`config.mk`:
```
export PLATFORM = sky130hd
export DESIGN_NAME = remote_io_link_slave
export DESIGN_NICKNAME = d
export VERILOG_FILES = /design/src/remote_io_link_pkg.sv /design/src/link_fifo.sv /design/src/frame_check.sv /design/src/remote_io_link_slave.sv
export SDC_FILE = /design/constraint.sdc
export NUM_CORES = 1
export LEC_CHECK = 0
export ABC_CLOCK_PERIOD_IN_PS = 4050
export CORE_MARGIN = 4
export CORE_UTILIZATION = 40
export DETAILED_ROUTE_END_ITERATION = 16
export DONT_BUFFER_PORTS = 1
export SLEW_MARGIN = 10
export SYNTH_ARGS = -nofsm -noshare
export SYNTH_HDL_FRONTEND = slang
export SYNTH_HIERARCHICAL = 1
export SYNTH_SLANG_ARGS = --single-unit
```
`constraint.sdc`:
```
create_clock -name clk -period 4.05 [get_ports clk]
set_clock_uncertainty 0.1 [all_clocks]
set_input_delay 0.2025 -clock clk [delete_from_list [all_inputs] [get_ports clk]]
set_output_delay 0.2025 -clock clk [all_outputs]
set_load 0.1 [all_outputs]
```
`src/remote_io_link_pkg.sv`:
```
// Shared constants for the remote I/O link slave.
// Assumes a 20 MHz system clock and a byte-wide link front end on that clock.
`default_nettype none

package remote_io_link_pkg;
  localparam int BYTE_W = 8;
  localparam int WORD_W = 16;
  localparam int DATA_W = 32;
  localparam int OFS_W = 5;
  localparam int FRAME_LEN = 10;
  localparam logic [3:0] IDX_HDR = 4'h0;
  localparam logic [3:0] IDX_TRUE_LAST = 4'h4;
  localparam logic [3:0] IDX_INV_LAST = 4'h8;
  localparam logic [3:0] IDX_CHECK = 4'h9;
  localparam int HDR_RUN_BIT = 7;
  localparam logic [4:0] IN_WORD_STEP = 5'h02;
  localparam int FIFO_DEPTH = 32;
  localparam int CLK_PERIOD_NS = 50;
  localparam int LINK_TIMEOUT_MS = 20;
  localparam int LINK_TIMEOUT_CYC = LINK_TIMEOUT_MS * 1000000 / CLK_PERIOD_NS;
  localparam int TIMER_W = 20;
endpackage : remote_io_link_pkg

`default_nettype wire

```
`src/link_fifo.sv`:
```
// Synchronous FIFO with a registered output stage.
// Assumes one clock; width and depth are parameters, depth a power of two.
`default_nettype none

module link_fifo #(
  parameter int WIDTH = 8,
  parameter int DEPTH = 32
) (
  input wire logic clk,
  input wire logic rst_n,
  input wire logic in_valid,
  output logic in_ready,
  input wire logic [WIDTH-1:0] in_data,
  output logic out_valid,
  input wire logic out_ready,
  output logic [WIDTH-1:0] out_data
);
  localparam int PTR_W = $clog2(DEPTH);
  localparam int CNT_W = $clog2(DEPTH + 1);

  typedef struct packed {
    logic [PTR_W-1:0] wr_ptr;
    logic [PTR_W-1:0] rd_ptr;
    logic [CNT_W-1:0] count;
    logic out_valid;
    logic [WIDTH-1:0] out_data;
  } fifo_state_t;

  fifo_state_t s_reg;
  fifo_state_t s_next;
  logic [WIDTH-1:0] mem [DEPTH];
  logic push;
  logic pop;

  assign in_ready = (s_reg.count < CNT_W'(DEPTH));
  assign push = in_valid && in_ready;
  assign pop = (s_reg.count != '0) && (!s_reg.out_valid || out_ready);
  assign out_valid = s_reg.out_valid;
  assign out_data = s_reg.out_data;

  always_comb begin
    s_next = s_reg;
    if (push) begin
      s_next.wr_ptr = s_reg.wr_ptr + 1'b1;
    end
    if (pop) begin
      s_next.rd_ptr = s_reg.rd_ptr + 1'b1;
      s_next.out_valid = 1'b1;
      s_next.out_data = mem[s_reg.rd_ptr];
    end else if (out_ready) begin
      s_next.out_valid = 1'b0;
    end
    s_next.count = s_reg.count + CNT_W'(push) - CNT_W'(pop);
  end

  always_ff @(posedge clk) begin
    if (!rst_n) begin
      s_reg <= '0;
    end else begin
      s_reg <= s_next;
    end
    if (push) begin
      mem[s_reg.wr_ptr] <= in_data;
    end
  end
endmodule : link_fifo

`default_nettype wire

```
`src/frame_check.sv`:
```
// Receive frame checker: header, true data, inverted data, check byte.
// Assumes bytes arrive as same-clock strobes; abort restarts the frame.
`default_nettype none

module frame_check (
  input wire logic clk,
  input wire logic rst_n,
  input wire logic byte_valid,
  input wire logic [7:0] byte_data,
  input wire logic abort,
  output logic done,
  output logic good,
  output logic [7:0] hdr,
  output logic [31:0] data
);
  typedef struct packed {
    logic [3:0] idx;
    logic [7:0] hdr;
    logic [31:0] tru;
    logic [31:0] inv;
    logic [7:0] block_check_character;
    logic done;
    logic good;
  } chk_state_t;

  chk_state_t s_reg;
  chk_state_t s_next;

  assign done = s_reg.done;
  assign good = s_reg.good;
  assign hdr = s_reg.hdr;
  assign data = s_reg.tru;

  always_comb begin
    s_next = s_reg;
    s_next.done = 1'b0;
    if (abort) begin
      s_next.idx = remote_io_link_pkg::IDX_HDR;
    end else if (byte_valid) begin
      s_next.idx = s_reg.idx + 4'h1;
      s_next.block_check_character = s_reg.block_check_character ^ byte_data;
      if (s_reg.idx == remote_io_link_pkg::IDX_HDR) begin
        s_next.hdr = byte_data;
        s_next.block_check_character = byte_data;
      end else if (s_reg.idx <= remote_io_link_pkg::IDX_TRUE_LAST) begin
        s_next.tru = {s_reg.tru[23:0], byte_data};
      end else if (s_reg.idx <= remote_io_link_pkg::IDX_INV_LAST) begin
        s_next.inv = {s_reg.inv[23:0], byte_data};
      end else begin
        // Check byte plus true/inverted comparison
        s_next.done = 1'b1;
        s_next.good = (s_reg.block_check_character == byte_data)
          && (s_reg.tru == ~s_reg.inv);
        s_next.idx = remote_io_link_pkg::IDX_HDR;
      end
    end
  end

  always_ff @(posedge clk) begin
    if (!rst_n) begin
      s_reg <= '0;
    end else begin
      s_reg <= s_next;
    end
  end
endmodule : frame_check

`default_nettype wire

```
`src/remote_io_link_slave.sv`:
```
// Slave end of a remote I/O link: indicators, word selection, output hold,
// frame checking and the reply stream toward the master.
// Assumes a byte-wide link front end on clk; switches arrive from pins.
// Operation
// - Ready lamp on while powered
// - Run lamp follows master operating mode
// - Error lamp steady on after link error
// - Lamp blinks normally, recovers without software
// - On error hold or clear master word
// - Switches select offset N, words N..N+3
// - Check byte and inverted copy compared
// - Exactly 32 bits each way per cycle
// - Host sees two words each direction
`default_nettype none

module remote_io_link_slave #(
  parameter int LINK_TIMEOUT_CYC = remote_io_link_pkg::LINK_TIMEOUT_CYC
) (
  input wire logic clk,
  input wire logic rst_n,
  input wire logic [2:0] word_sel_sw,
  input wire logic hold_clear_sw,
  input wire logic [15:0] host_word0,
  input wire logic [15:0] host_word1,
  output logic [15:0] master_word0,
  output logic [15:0] master_word1,
  input wire logic link_rx_valid,
  input wire logic [7:0] link_rx_data,
  input wire logic link_rx_err,
  output logic link_tx_valid,
  input wire logic link_tx_ready,
  output logic [7:0] link_tx_data,
  output logic led_ready,
  output logic led_run,
  output logic led_err
);
  // ****************************************
  // State
  // ****************************************
  typedef struct packed {
    logic [3:0] sw_meta;
    logic [3:0] sw_sync;
    logic [31:0] master_word;
    logic run;
    logic err;
    logic blink;
    logic ready;
    logic led_err;
    logic [remote_io_link_pkg::TIMER_W-1:0] timer;
    logic tx_busy;
    logic [3:0] tx_idx;
    logic [31:0] tx_data;
    logic [7:0] tx_check;
  } slave_state_t;

  slave_state_t s_reg;
  slave_state_t s_next;

  logic chk_done;
  logic chk_good;
  logic [7:0] chk_hdr;
  logic [31:0] chk_data;
  logic fifo_in_ready;
  logic [7:0] tx_byte;
  logic [4:0] ofs;
  logic accept;
  logic good_any;
  logic timeout;
  logic fault;
  logic push;

  // ****************************************
  // Frame checking and reply buffer
  // ****************************************
  frame_check u_check (
    .clk(clk),
    .rst_n(rst_n),
    .byte_valid(link_rx_valid),
    .byte_data(link_rx_data),
    .abort(link_rx_err),
    .done(chk_done),
    .good(chk_good),
    .hdr(chk_hdr),
    .data(chk_data)
  );

  link_fifo #(
    .WIDTH(remote_io_link_pkg::BYTE_W),
    .DEPTH(remote_io_link_pkg::FIFO_DEPTH)
  ) u_fifo (
    .clk(clk),
    .rst_n(rst_n),
    .in_valid(s_reg.tx_busy),
    .in_ready(fifo_in_ready),
    .in_data(tx_byte),
    .out_valid(link_tx_valid),
    .out_ready(link_tx_ready),
    .out_data(link_tx_data)
  );

  // ****************************************
  // Decode
  // ****************************************
  assign ofs = {s_reg.sw_sync[2:0], 2'b00};
  assign good_any = chk_done && chk_good;
  assign accept = good_any && (chk_hdr[4:0] == ofs);
  assign timeout = (s_reg.timer == remote_io_link_pkg::TIMER_W'(LINK_TIMEOUT_CYC - 1));
  assign fault = (chk_done && !chk_good) || link_rx_err || timeout;
  assign push = s_reg.tx_busy && fifo_in_ready;

  // Reply byte: header, true words, inverted words, check byte
  always_comb begin
    tx_byte = s_reg.tx_check;
    if (s_reg.tx_idx == remote_io_link_pkg::IDX_HDR) begin
      tx_byte = {s_reg.run, 2'b00, ofs + remote_io_link_pkg::IN_WORD_STEP};
    end else if (s_reg.tx_idx <= remote_io_link_pkg::IDX_TRUE_LAST) begin
      tx_byte = s_reg.tx_data[31:24];
    end else if (s_reg.tx_idx <= remote_io_link_pkg::IDX_INV_LAST) begin
      tx_byte = ~s_reg.tx_data[31:24];
    end
  end

  // ****************************************
  // Next state
  // ****************************************
  always_comb begin
    s_next = s_reg;
    s_next.sw_meta = {hold_clear_sw, word_sel_sw};
    s_next.sw_sync = s_reg.sw_meta;
    s_next.ready = 1'b1;
    if (good_any || timeout) begin
      s_next.timer = '0;
    end else begin
      s_next.timer = s_reg.timer + 1'b1;
    end
    // Fault wins over a good frame in the same cycle
    if (fault) begin
      s_next.err = 1'b1;
      s_next.run = 1'b0;
      if (s_reg.sw_sync[3]) begin
        s_next.master_word = '0;
      end
    end else if (accept) begin
      s_next.err = 1'b0;
      s_next.blink = ~s_reg.blink;
      s_next.run = chk_hdr[remote_io_link_pkg::HDR_RUN_BIT];
      s_next.master_word = chk_data;
    end
    // A reply still queuing is not restarted
    if (accept && !fault && !s_reg.tx_busy) begin
      s_next.tx_busy = 1'b1;
      s_next.tx_idx = remote_io_link_pkg::IDX_HDR;
      s_next.tx_data = {host_word0, host_word1};
      s_next.tx_check = 8'h00;
    end else if (push) begin
      s_next.tx_idx = s_reg.tx_idx + 4'h1;
      s_next.tx_check = s_reg.tx_check ^ tx_byte;
      if (s_reg.tx_idx > remote_io_link_pkg::IDX_HDR) begin
        s_next.tx_data = {s_reg.tx_data[23:0], s_reg.tx_data[31:24]};
      end
      if (s_reg.tx_idx == remote_io_link_pkg::IDX_CHECK) begin
        s_next.tx_busy = 1'b0;
      end
    end
    s_next.led_err = s_next.err | s_next.blink;
  end

  always_ff @(posedge clk) begin
    if (!rst_n) begin
      s_reg <= '0;
    end else begin
      s_reg <= s_next;
    end
  end

  // ****************************************
  // Outputs
  // ****************************************
  assign master_word0 = s_reg.master_word[31:16];
  assign master_word1 = s_reg.master_word[15:0];
  assign led_ready = s_reg.ready;
  assign led_run = s_reg.run;
  assign led_err = s_reg.led_err;
endmodule : remote_io_link_slave

`default_nettype wire

```
==> flow_summary.ini, run 1 <==
[cells_and_area]
flip_flop_count_of_the_largest_register_all_copies_and_words_added = 256
finish.net_count = 1705
filler_cell_count = 4719
commonest_non_fill_non_tap_cell_in_the_layout = edfxtp_1
area_growth_pct = 10.6
layout_common_cells = edfxtp_1, nand2_1, dfxtp_1
postLayoutCellArea_mm2 = 0.0231
layout-drive-gt1-share = 0.137
instances_no_fill = 2357

[floorplan]
floorplan.die.width_um = 236
core-area_mm2 = 0.0515
fp-row-count = 83
dieHeight_um = 236
initial_cell_density_of_the_core = 0.405
io_pins = 93
die-area_mm2 = 0.0559

[setup_path]
internal_reg_to_reg_setup_slack_ps = 690
critPathRequiredTime_ps = 4150
r2r_end = u_fifo/mem[16][7]
timing.reg2reg.worst_path_depth = 5
timing.critical_path.slowest_stage_cell = a211oi_4
critical_path.startpoint = s_reg[40]
critical-path-max-stage-delay_ps = 1020
worstSetupPathType = register to register
cp_max_fo = 32
critPathCaptureType = register
cp_data_arrival_time_ps = 3460
critical_register_to_register_path_startpoint = s_reg[40]
path_cells = inv_1 > ha_1 > nor2b_1 > o21ai_0 > a211oi_4
endpoint = u_fifo/mem[16][7]
crit_path_start_kind = register

[detailed_routing]
detailroute.via_count = 12600
ant_nets = 0
first_drt_iteration_drcs = 983
routedWlPerCell_um = 19.1
drc = 0
dr.pass1.iters = 7
routed_wirelength_mm = 45.1
routed_via_density = 5.33

[timing]
fin_crit_sh = 0.829
report.final.setup_viol = 0
finalHoldViolCount = 0
timing_max_transition_violations_final = 0
timing_worst_slew_pin_value_ps = 1230
timing.max_slew.rel_slack = 0.176
fmax_mhz = 298
tns_ps = 0
finalWorstPathRequiredPeriod_ps = 3360
grt_setup_unrepaired = no

[grt]
grtUsageTotal = 0.158
grt_antenna_before_repair = 2
via_count_of_the_first_global_routing_pass = 12400
aggregate_global_routing_overflow = 0
grt_pass1_wl_mm = 71.2
grt_max_degree = 181

[place]
dpl.cell_count = 2214
dp_hpwl_mm = 28.6
gp_congestion = 0.767
placedInstanceArea_mm2 = 0.0208
io_buffers = 0

[clock_network]
clockRootBuffer = clkbuf_16
post_cts.resized_instances = 0
clkTransAtPathRegs_ps = 60
cts_inserted_buffers = 50
cts_max_level = 2
cts_sinks = 475
clock_tree_from_tritoncts = built
insertion_delay_ps = 600
cts_buffer_depth = 3

[synth]
synth_area_mm2 = 0.0209
yosysWarnings = 6
netlist_instances = 1692
postSynthAreaPerCell_um2 = 12.3
synthesis.nets = 1761

[min_path]
hold_path_class = input pin to register

[outcome]
result_of_the_run = finished clean

[pwr]
vdd_drop_max_mv = 0.388
leakage_nw = 7.77
power_density_mw_per_mm2 = 511

[run]
timing.max_cap.violations = 0
==> routing by layer <==
layer,up-vias,global-route usage,part of all wire
li1,5970,-,-
met1,6272,0.216,0.45
met2,250,0.256,0.48
met3,68,0.0282,0.046
met4,0,0.0488,0.027
met5,-,0,0
==> cell type report <==
cell class                 count  area, µm²  area share
antenna                        2       5.00    0.000217
sequential                   475      12100       0.523
clock buffer                  68       1400      0.0606
timing repair buffer          79        736      0.0319
multi-input combinational   1007       7610       0.330
clock inverter                23        307      0.0133
tap                          680        851      0.0369
inverter                      23       86.3     0.00374
==> worst min path at each step <==
stage               start                  to  slack (ps)  cells after the start
detailed placement  rst_n           led_ready         150                      0
global route        rst_n  u_fifo/out_data[6]         120                      2
global placement    rst_n           led_ready         150                      0
finish              rst_n  u_fifo/out_data[6]         110                      2
floorplan           rst_n           led_ready         130                      0
CTS                 rst_n  u_fifo/out_data[0]          60                      2
==> repair_timing <==
| action | 4_1_cts | 5_1_grt |
|---|---|---|
| endpoints found under the hold margin | 183 | 0 |
| setup buffers | 0 | 0 |
| hold buffers | 50 | 0 |
==> power breakdown <==
group          switching (mW)  leakage [nW]  internal (mW)  total (mW)
sequential              0.384          4.12           5.13        5.52
combinational           0.781          2.82          0.797        1.58
clock                    1.89         0.827           2.81        4.70
==> critical path, delay by kind of cell (launching register included) <==
| kind | cells | cell delay [ps] |
|---|---|---|
| buf+inv | 1 | 80 |
| compound gates | 2 | 1330 |
| flops | 1 | 360 |
| fa+ha+maj | 1 | 450 |
| simple gates | 1 | 620 |
==> metrics by stage <==
step	util	hold WS [ps]	total power, mW	setup slack (ps)
5_1_grt	0.448	123	12.3	409
6_report	0.448	107	11.8	692
4_1_cts	0.448	57.9	12.0	630
3_5_place_dp	0.405	153	7.14	663
3_3_place_gp	0.405	155	7.11	890
2_1_floorplan	-	130	6.87	770
Power figures use the tool's default switching activity.
==> inputs of run 2 (changes only) <==
--- a/config.mk
+++ b/config.mk
@@ -5,7 +5,7 @@
 export SDC_FILE = /design/constraint.sdc
 export NUM_CORES = 1
 export LEC_CHECK = 0
-export ABC_CLOCK_PERIOD_IN_PS = 4050
+export ABC_CLOCK_PERIOD_IN_PS = 2800
 export CORE_MARGIN = 4
 export CORE_UTILIZATION = 40
 export DETAILED_ROUTE_END_ITERATION = 16
==> constraint.sdc (replaced) <==
create_clock -name clk -period 2.8 [get_ports clk]
set_clock_uncertainty 0.1 [all_clocks]
set_input_delay 0.14 -clock clk [delete_from_list [all_inputs] [get_ports clk]]
set_output_delay 0.14 -clock clk [all_outputs]
set_load 0.1 [all_outputs]
==> run 2 against run 1 <==
Against the previous run:
- register-to-register slack worse by 600 ps
- total power grew 47%
- hold slack lost 44 ps
- final cell count rose by 4.3%
- sequential share of layout area is 1.9 points lower
- sequential power up 37%
- clock power increased by 48%
- critical path type unchanged
- critical endpoint is now u_fifo/mem[30][5]
- largest power group unchanged
- highest routed layer unchanged
==> flow_summary.ini, run 2 (synthesized netlist as in run 1, its figures left out) <==
[clock_network]
clock_tree_from_tritoncts = built
cts_sinks = 475
clockRootBuffer = clkbuf_16
cts_buffer_depth = 3
cts_max_level = 2
insertion_delay_ps = 580
clkTransAtPathRegs_ps = 60
cts_inserted_buffers = 51

[outcome]
result_of_the_run = finished clean

[detailed_routing]
routed_via_density = 5.27
routedWlPerCell_um = 19.1
drc = 0
first_drt_iteration_drcs = 735
dr.pass1.iters = 5
ant_nets = 0
detailroute.via_count = 12900
routed_wirelength_mm = 46.9

[setup_path]
timing.critical_path.mode_cell = buf_4
crit_path_start_kind = register
critical-path-max-stage-delay_ps = 860
timing.critical_path.slowest_stage_cell = nor3_1
worstSetupPathType = register to register
cp_data_arrival_time_ps = 2940
path_cells = inv_1 > ha_1 > nor2b_1 > buf_4 > nor3_1 > a211oi_4 > buf_4
critPathCaptureType = register
critPathRequiredTime_ps = 3030
cp_max_fo = 13

[grt]
grt_pass1_wl_mm = 73.3
grt_max_degree = 184
aggregate_global_routing_overflow = 0
grtUsageTotal = 0.162
grt_antenna_before_repair = 1
via_count_of_the_first_global_routing_pass = 12800

[timing]
finalHoldViolCount = 0
fin_crit_sh = 0.967
grt_setup_unrepaired = yes
timing.max_slew.rel_slack = 0.247
postLayoutSetupSlackWorst_ps = 91.9
timing_worst_slew_pin_value_ps = 1120
finalWorstPathRequiredPeriod_ps = 2710
timing_max_transition_violations_final = 0
report.final.setup_viol = 0
fmax_mhz = 369
tns_ps = 0

[pwr]
vdd_drop_max_mv = 0.469
power.total_mw = 17.4
leakage_nw = 8.33
power_density_mw_per_mm2 = 726

[cells_and_area]
flip_flop_count_of_the_largest_register_all_copies_and_words_added = 256
finish.net_count = 1803
finalCoreUtilization = 0.464
commonest_non_fill_non_tap_cell_in_the_layout = edfxtp_1
filler_cell_count = 4685
layout-drive-gt1-share = 0.187
layout_common_cells = edfxtp_1, nand2_1, dfxtp_1
seqCellArea_mm2 = 0.0121
area_growth_pct = 14.7
combined_area_of_the_multi_input_logic_cells_mm2 = 0.00766

[floorplan]
dieHeight_um = 236
die-area_mm2 = 0.0559
fp-row-count = 83
initial_cell_density_of_the_core = 0.405
core-area_mm2 = 0.0515
io_pins = 93
floorplan.die.width_um = 236

[place]
dp_hpwl_mm = 29.8
dpl_worst_slack_ps = 56.7
io_buffers = 0
gp_congestion = 0.812

[min_path]
hold_path_class = input pin to register

[run]
timing.max_cap.violations = 0
==> run 2: power breakdown <==
part / total (mW) / internal (mW) / switching [mW]
clock network: 6.94 / 4.22 / 2.72
registers: 7.57 / 7.43 / 0.139
logic: 2.85 / 1.27 / 1.58
==> run 2: routing by layer <==
metal,GRT usage,wire [µm],share of wire
met4,0.0501,1290,0.028
met2,0.270,22800,0.49
met1,0.215,20400,0.44
met5,0,0,0
met3,0.0315,2390,0.051
==> run 2: layout make-up <==
type                            count  area share
Clock buffer                       69      0.0596
Sequential cell                   475       0.505
Inverter                           23     0.00361
Timing Repair Buffer              174      0.0627
Tap cell                          680      0.0356
Clock inverter                     27      0.0135
Multi-Input combinational cell   1009       0.320
Antenna cell                        1    0.000105
==> run 2: worst max-delay path: cells and delay by family (launching register included) <==
| kind | cells | cell delay [ps] |
|---|---|---|
| AND/OR/NAND/NOR | 2 | 1000 |
| buffers and inverters | 3 | 520 |
| flip-flops | 1 | 380 |
| AO/OA/AOI/OAI | 1 | 280 |
| adder cells (fa/ha/maj) | 1 | 180 |
==> run 2: through the flow <==
step,hold slack [ps],instances,instance area [µm²]
after floorplan,67.7,1692,20900
after CTS,42.4,2455,23900
after detailed placement,90.9,2309,21600
after global placement,91.5,2309,21600
final,63.0,2458,23900
after global routing,116,2457,23900
==> run 2: final timing paths <==
| kind | from | endpoint | slack [ps] | depth (start not counted) |
|---|---|---|---|---|
| worst max-delay path | s_reg[41] | u_fifo/mem[30][5] | 90 | 7 |
| worst min-delay path | link_rx_valid | u_check/s_reg[9] | 60 | 4 |
| worst max register to register | s_reg[41] | u_fifo/mem[30][5] | 90 | 7 |
| worst min register to register | s_next[104] | ofs[4] | 340 | 1 |
==> run 2: repair_timing <==
action	in CTS	in global routing
endpoints found under the setup margin	0	42
hold buffers	50	0
endpoints found under the hold margin	218	0
buffers inserted	0	0
resized for setup	0	5
==> inputs of run 3 (changes only) <==
--- a/config.mk
+++ b/config.mk
@@ -6,6 +6,7 @@
 export NUM_CORES = 1
 export LEC_CHECK = 0
 export ABC_CLOCK_PERIOD_IN_PS = 2800
+export CORE_ASPECT_RATIO = 1.5
 export CORE_MARGIN = 4
 export CORE_UTILIZATION = 40
 export DETAILED_ROUTE_END_ITERATION = 16
==> run 3 against run 2 <==
Against the previous run:
- register-to-register slack better by 80 ps
- sequential power about the same
- via count down 1.5%
- maximum frequency up 3.1%
- clock power down 12%
- setup slack better by 83 ps
- first-iteration DRC count up 7.1%
- highest routed layer unchanged
- die area up 0.14%
- design area down 1.4%
- count of clock-buffer cells in the layout down 8
- largest power group unchanged
- non-clock buffer count down 6
- final cell count down 1.1%
==> flow_summary.ini, run 3 (synthesized netlist as in run 1, its figures left out) <==
[outcome]
result_of_the_run = finished clean

[setup_path]
critical_register_to_register_path_startpoint = u_fifo/s_reg[11]
internal_reg_to_reg_setup_slack_ps = 170
critPathRequiredTime_ps = 3150
critPathCaptureType = register
critical_path.startpoint = u_fifo/s_reg[11]
cp_max_fo = 2
timing.reg2reg.worst_path_depth = 14
critical-path-max-stage-delay_ps = 320
crit_path_start_kind = register
path_cells = inv_2 > ha_1 > nor4bb_4 > nor2b_1 > ha_1 > inv_1 > ha_1 > inv_2 > fa_2 > inv_1 > a21oi_1 > nor2_1 > or3_1 > and3_1
r2r_end = u_fifo/s_reg[13]
cp_data_arrival_time_ps = 2970
timing.critical_path.mode_cell = ha_1
endpoint = u_fifo/s_reg[13]
timing.critical_path.slowest_stage_cell = dfxtp_1
worstSetupPathType = register to register

[timing]
report.final.setup_viol = 0
tns_ps = 0
fmax_mhz = 381
fin_hold_ws_ps = 47.5
grt_setup_unrepaired = no
finalHoldViolCount = 0
timing_max_transition_violations_final = 0
timing.max_slew.rel_slack = 0.373
finalWorstPathRequiredPeriod_ps = 2630
timing_worst_slew_pin_value_ps = 939
fin_crit_sh = 0.938

[floorplan]
floorplan.die.width_um = 194
fp-row-count = 102
dieHeight_um = 288
initial_cell_density_of_the_core = 0.404
core-area_mm2 = 0.0517
io_pins = 93
die-area_mm2 = 0.0560

[place]
dp_hpwl_mm = 30.9
placedInstanceArea_mm2 = 0.0216
io_buffers = 0
gp_congestion = 0.803

[cells_and_area]
area_growth_pct = 13.1
postLayoutCellArea_mm2 = 0.0236
filler_cell_count = 4704
flip_flop_count_of_the_largest_register_all_copies_and_words_added = 256
layout_common_cells = edfxtp_1, nand2_1, dfxtp_1
finish.net_count = 1790
layout-drive-gt1-share = 0.182
insertedDiodeCount = 0
commonest_non_fill_non_tap_cell_in_the_layout = edfxtp_1

[run]
timing.max_cap.violations = 0

[detailed_routing]
routed_via_density = 5.24
routed_wirelength_mm = 45.7
drc = 0
detailroute.via_count = 12700
routedWlPerCell_um = 18.8
ant_nets = 0
dr.pass1.iters = 5
first_drt_iteration_drcs = 787

[clock_network]
cts_sinks = 475
post-cts-setup-buffers = 0
clock_tree_from_tritoncts = built
insertion_delay_ps = 560
cts_buffer_depth = 3
clockRootBuffer = clkbuf_16
cts_inserted_buffers = 46
clkTransAtPathRegs_ps = 60
cts_max_level = 2

[grt]
grt_antenna_before_repair = 1
met1_usage = 0.188
groute.layer.met2.usage = 0.301
aggregate_global_routing_overflow = 0
grt_pass1_wl_mm = 72.9
grt_max_degree = 183
via_count_of_the_first_global_routing_pass = 13000
grtUsageTotal = 0.161
grt.met3_usage = 0.0254
grt-busiest-layer = met2

[pwr]
vdd_drop_max_mv = 0.561
power_density_mw_per_mm2 = 704
leakage_nw = 8.19

[min_path]
hold_path_class = input pin to register
==> run 3: cell count changes in the layout (fill, tap and decap cells not counted), sizes merged <==
cell,before,now
clkinv,16,17
bufinv,7,4
clkbuf,69,61
clkinvlp,3,0
buf,125,119
a211oi,63,61
diode,1,0
==> run 3: how the worst min path moves through the flow <==
stage               cells past startpoint  startpoint  slack (ps)                 end
floorplan                               0       rst_n          70           led_ready
global placement                        0       rst_n          90           led_ready
detailed placement                      0       rst_n          90           led_ready
CTS                                     2       rst_n          10  u_fifo/out_data[3]
global route                            2       rst_n          40  u_fifo/out_data[4]
finish                                  2       rst_n          50  u_fifo/out_data[3]
==> run 3: cell type report <==
class | instances | area, µm² | area share
flip-flops and latches | 475 | 12100 | 0.512
multi-input cells | 1007 | 7620 | 0.323
repair buffers | 168 | 1470 | 0.0622
clock buffers | 61 | 1260 | 0.0533
well taps | 676 | 846 | 0.0359
clock inverters | 22 | 233 | 0.00986
inverters | 23 | 86.3 | 0.00366
==> run 3: stage by stage <==
stage	instances	power (mW)	utilization	setup WS, ps
finish	2432	16.6	0.456	174
global placement	2299	10.5	0.417	102
detailed placement	2299	10.5	0.417	66.0
floorplan	1692	9.94	-	-466
CTS	2432	16.8	0.456	54.4
global route	2432	17.3	0.456	11.1
==> run 3: repair_timing <==
item / 4_1_cts / 5_1_grt
hold buffers: 50 / 0
endpoints found under the setup margin: 0 / 1
resized for setup: 0 / 7
hold endpoints to repair: 218 / 0
==> run 3: routing by layer <==
| layer | share of wire | wire length [µm] |
|---|---|---|
| met5 | 0 | 0 |
| met4 | 0.028 | 1280 |
| met3 | 0.037 | 1710 |
| met2 | 0.53 | 24400 |
| met1 | 0.40 | 18300 |
==> run 3: power by group <==
group          total, mW  switching, mW  leakage [nW]  internal [mW]
clock               6.13           2.59         0.743           3.54
sequential          7.57          0.143          4.12           7.43
combinational       2.92           1.59          3.32           1.33
==> run 3: critical path: cells and delay by family, from the launching register on <==
kind / cells / cell delay [ps]
and+or+nand+nor: 5 / 940
DFF: 1 / 320
AOI/OAI and AO/OA: 1 / 130
buffers and inverters: 4 / 200
adders and majority gates: 4 / 810
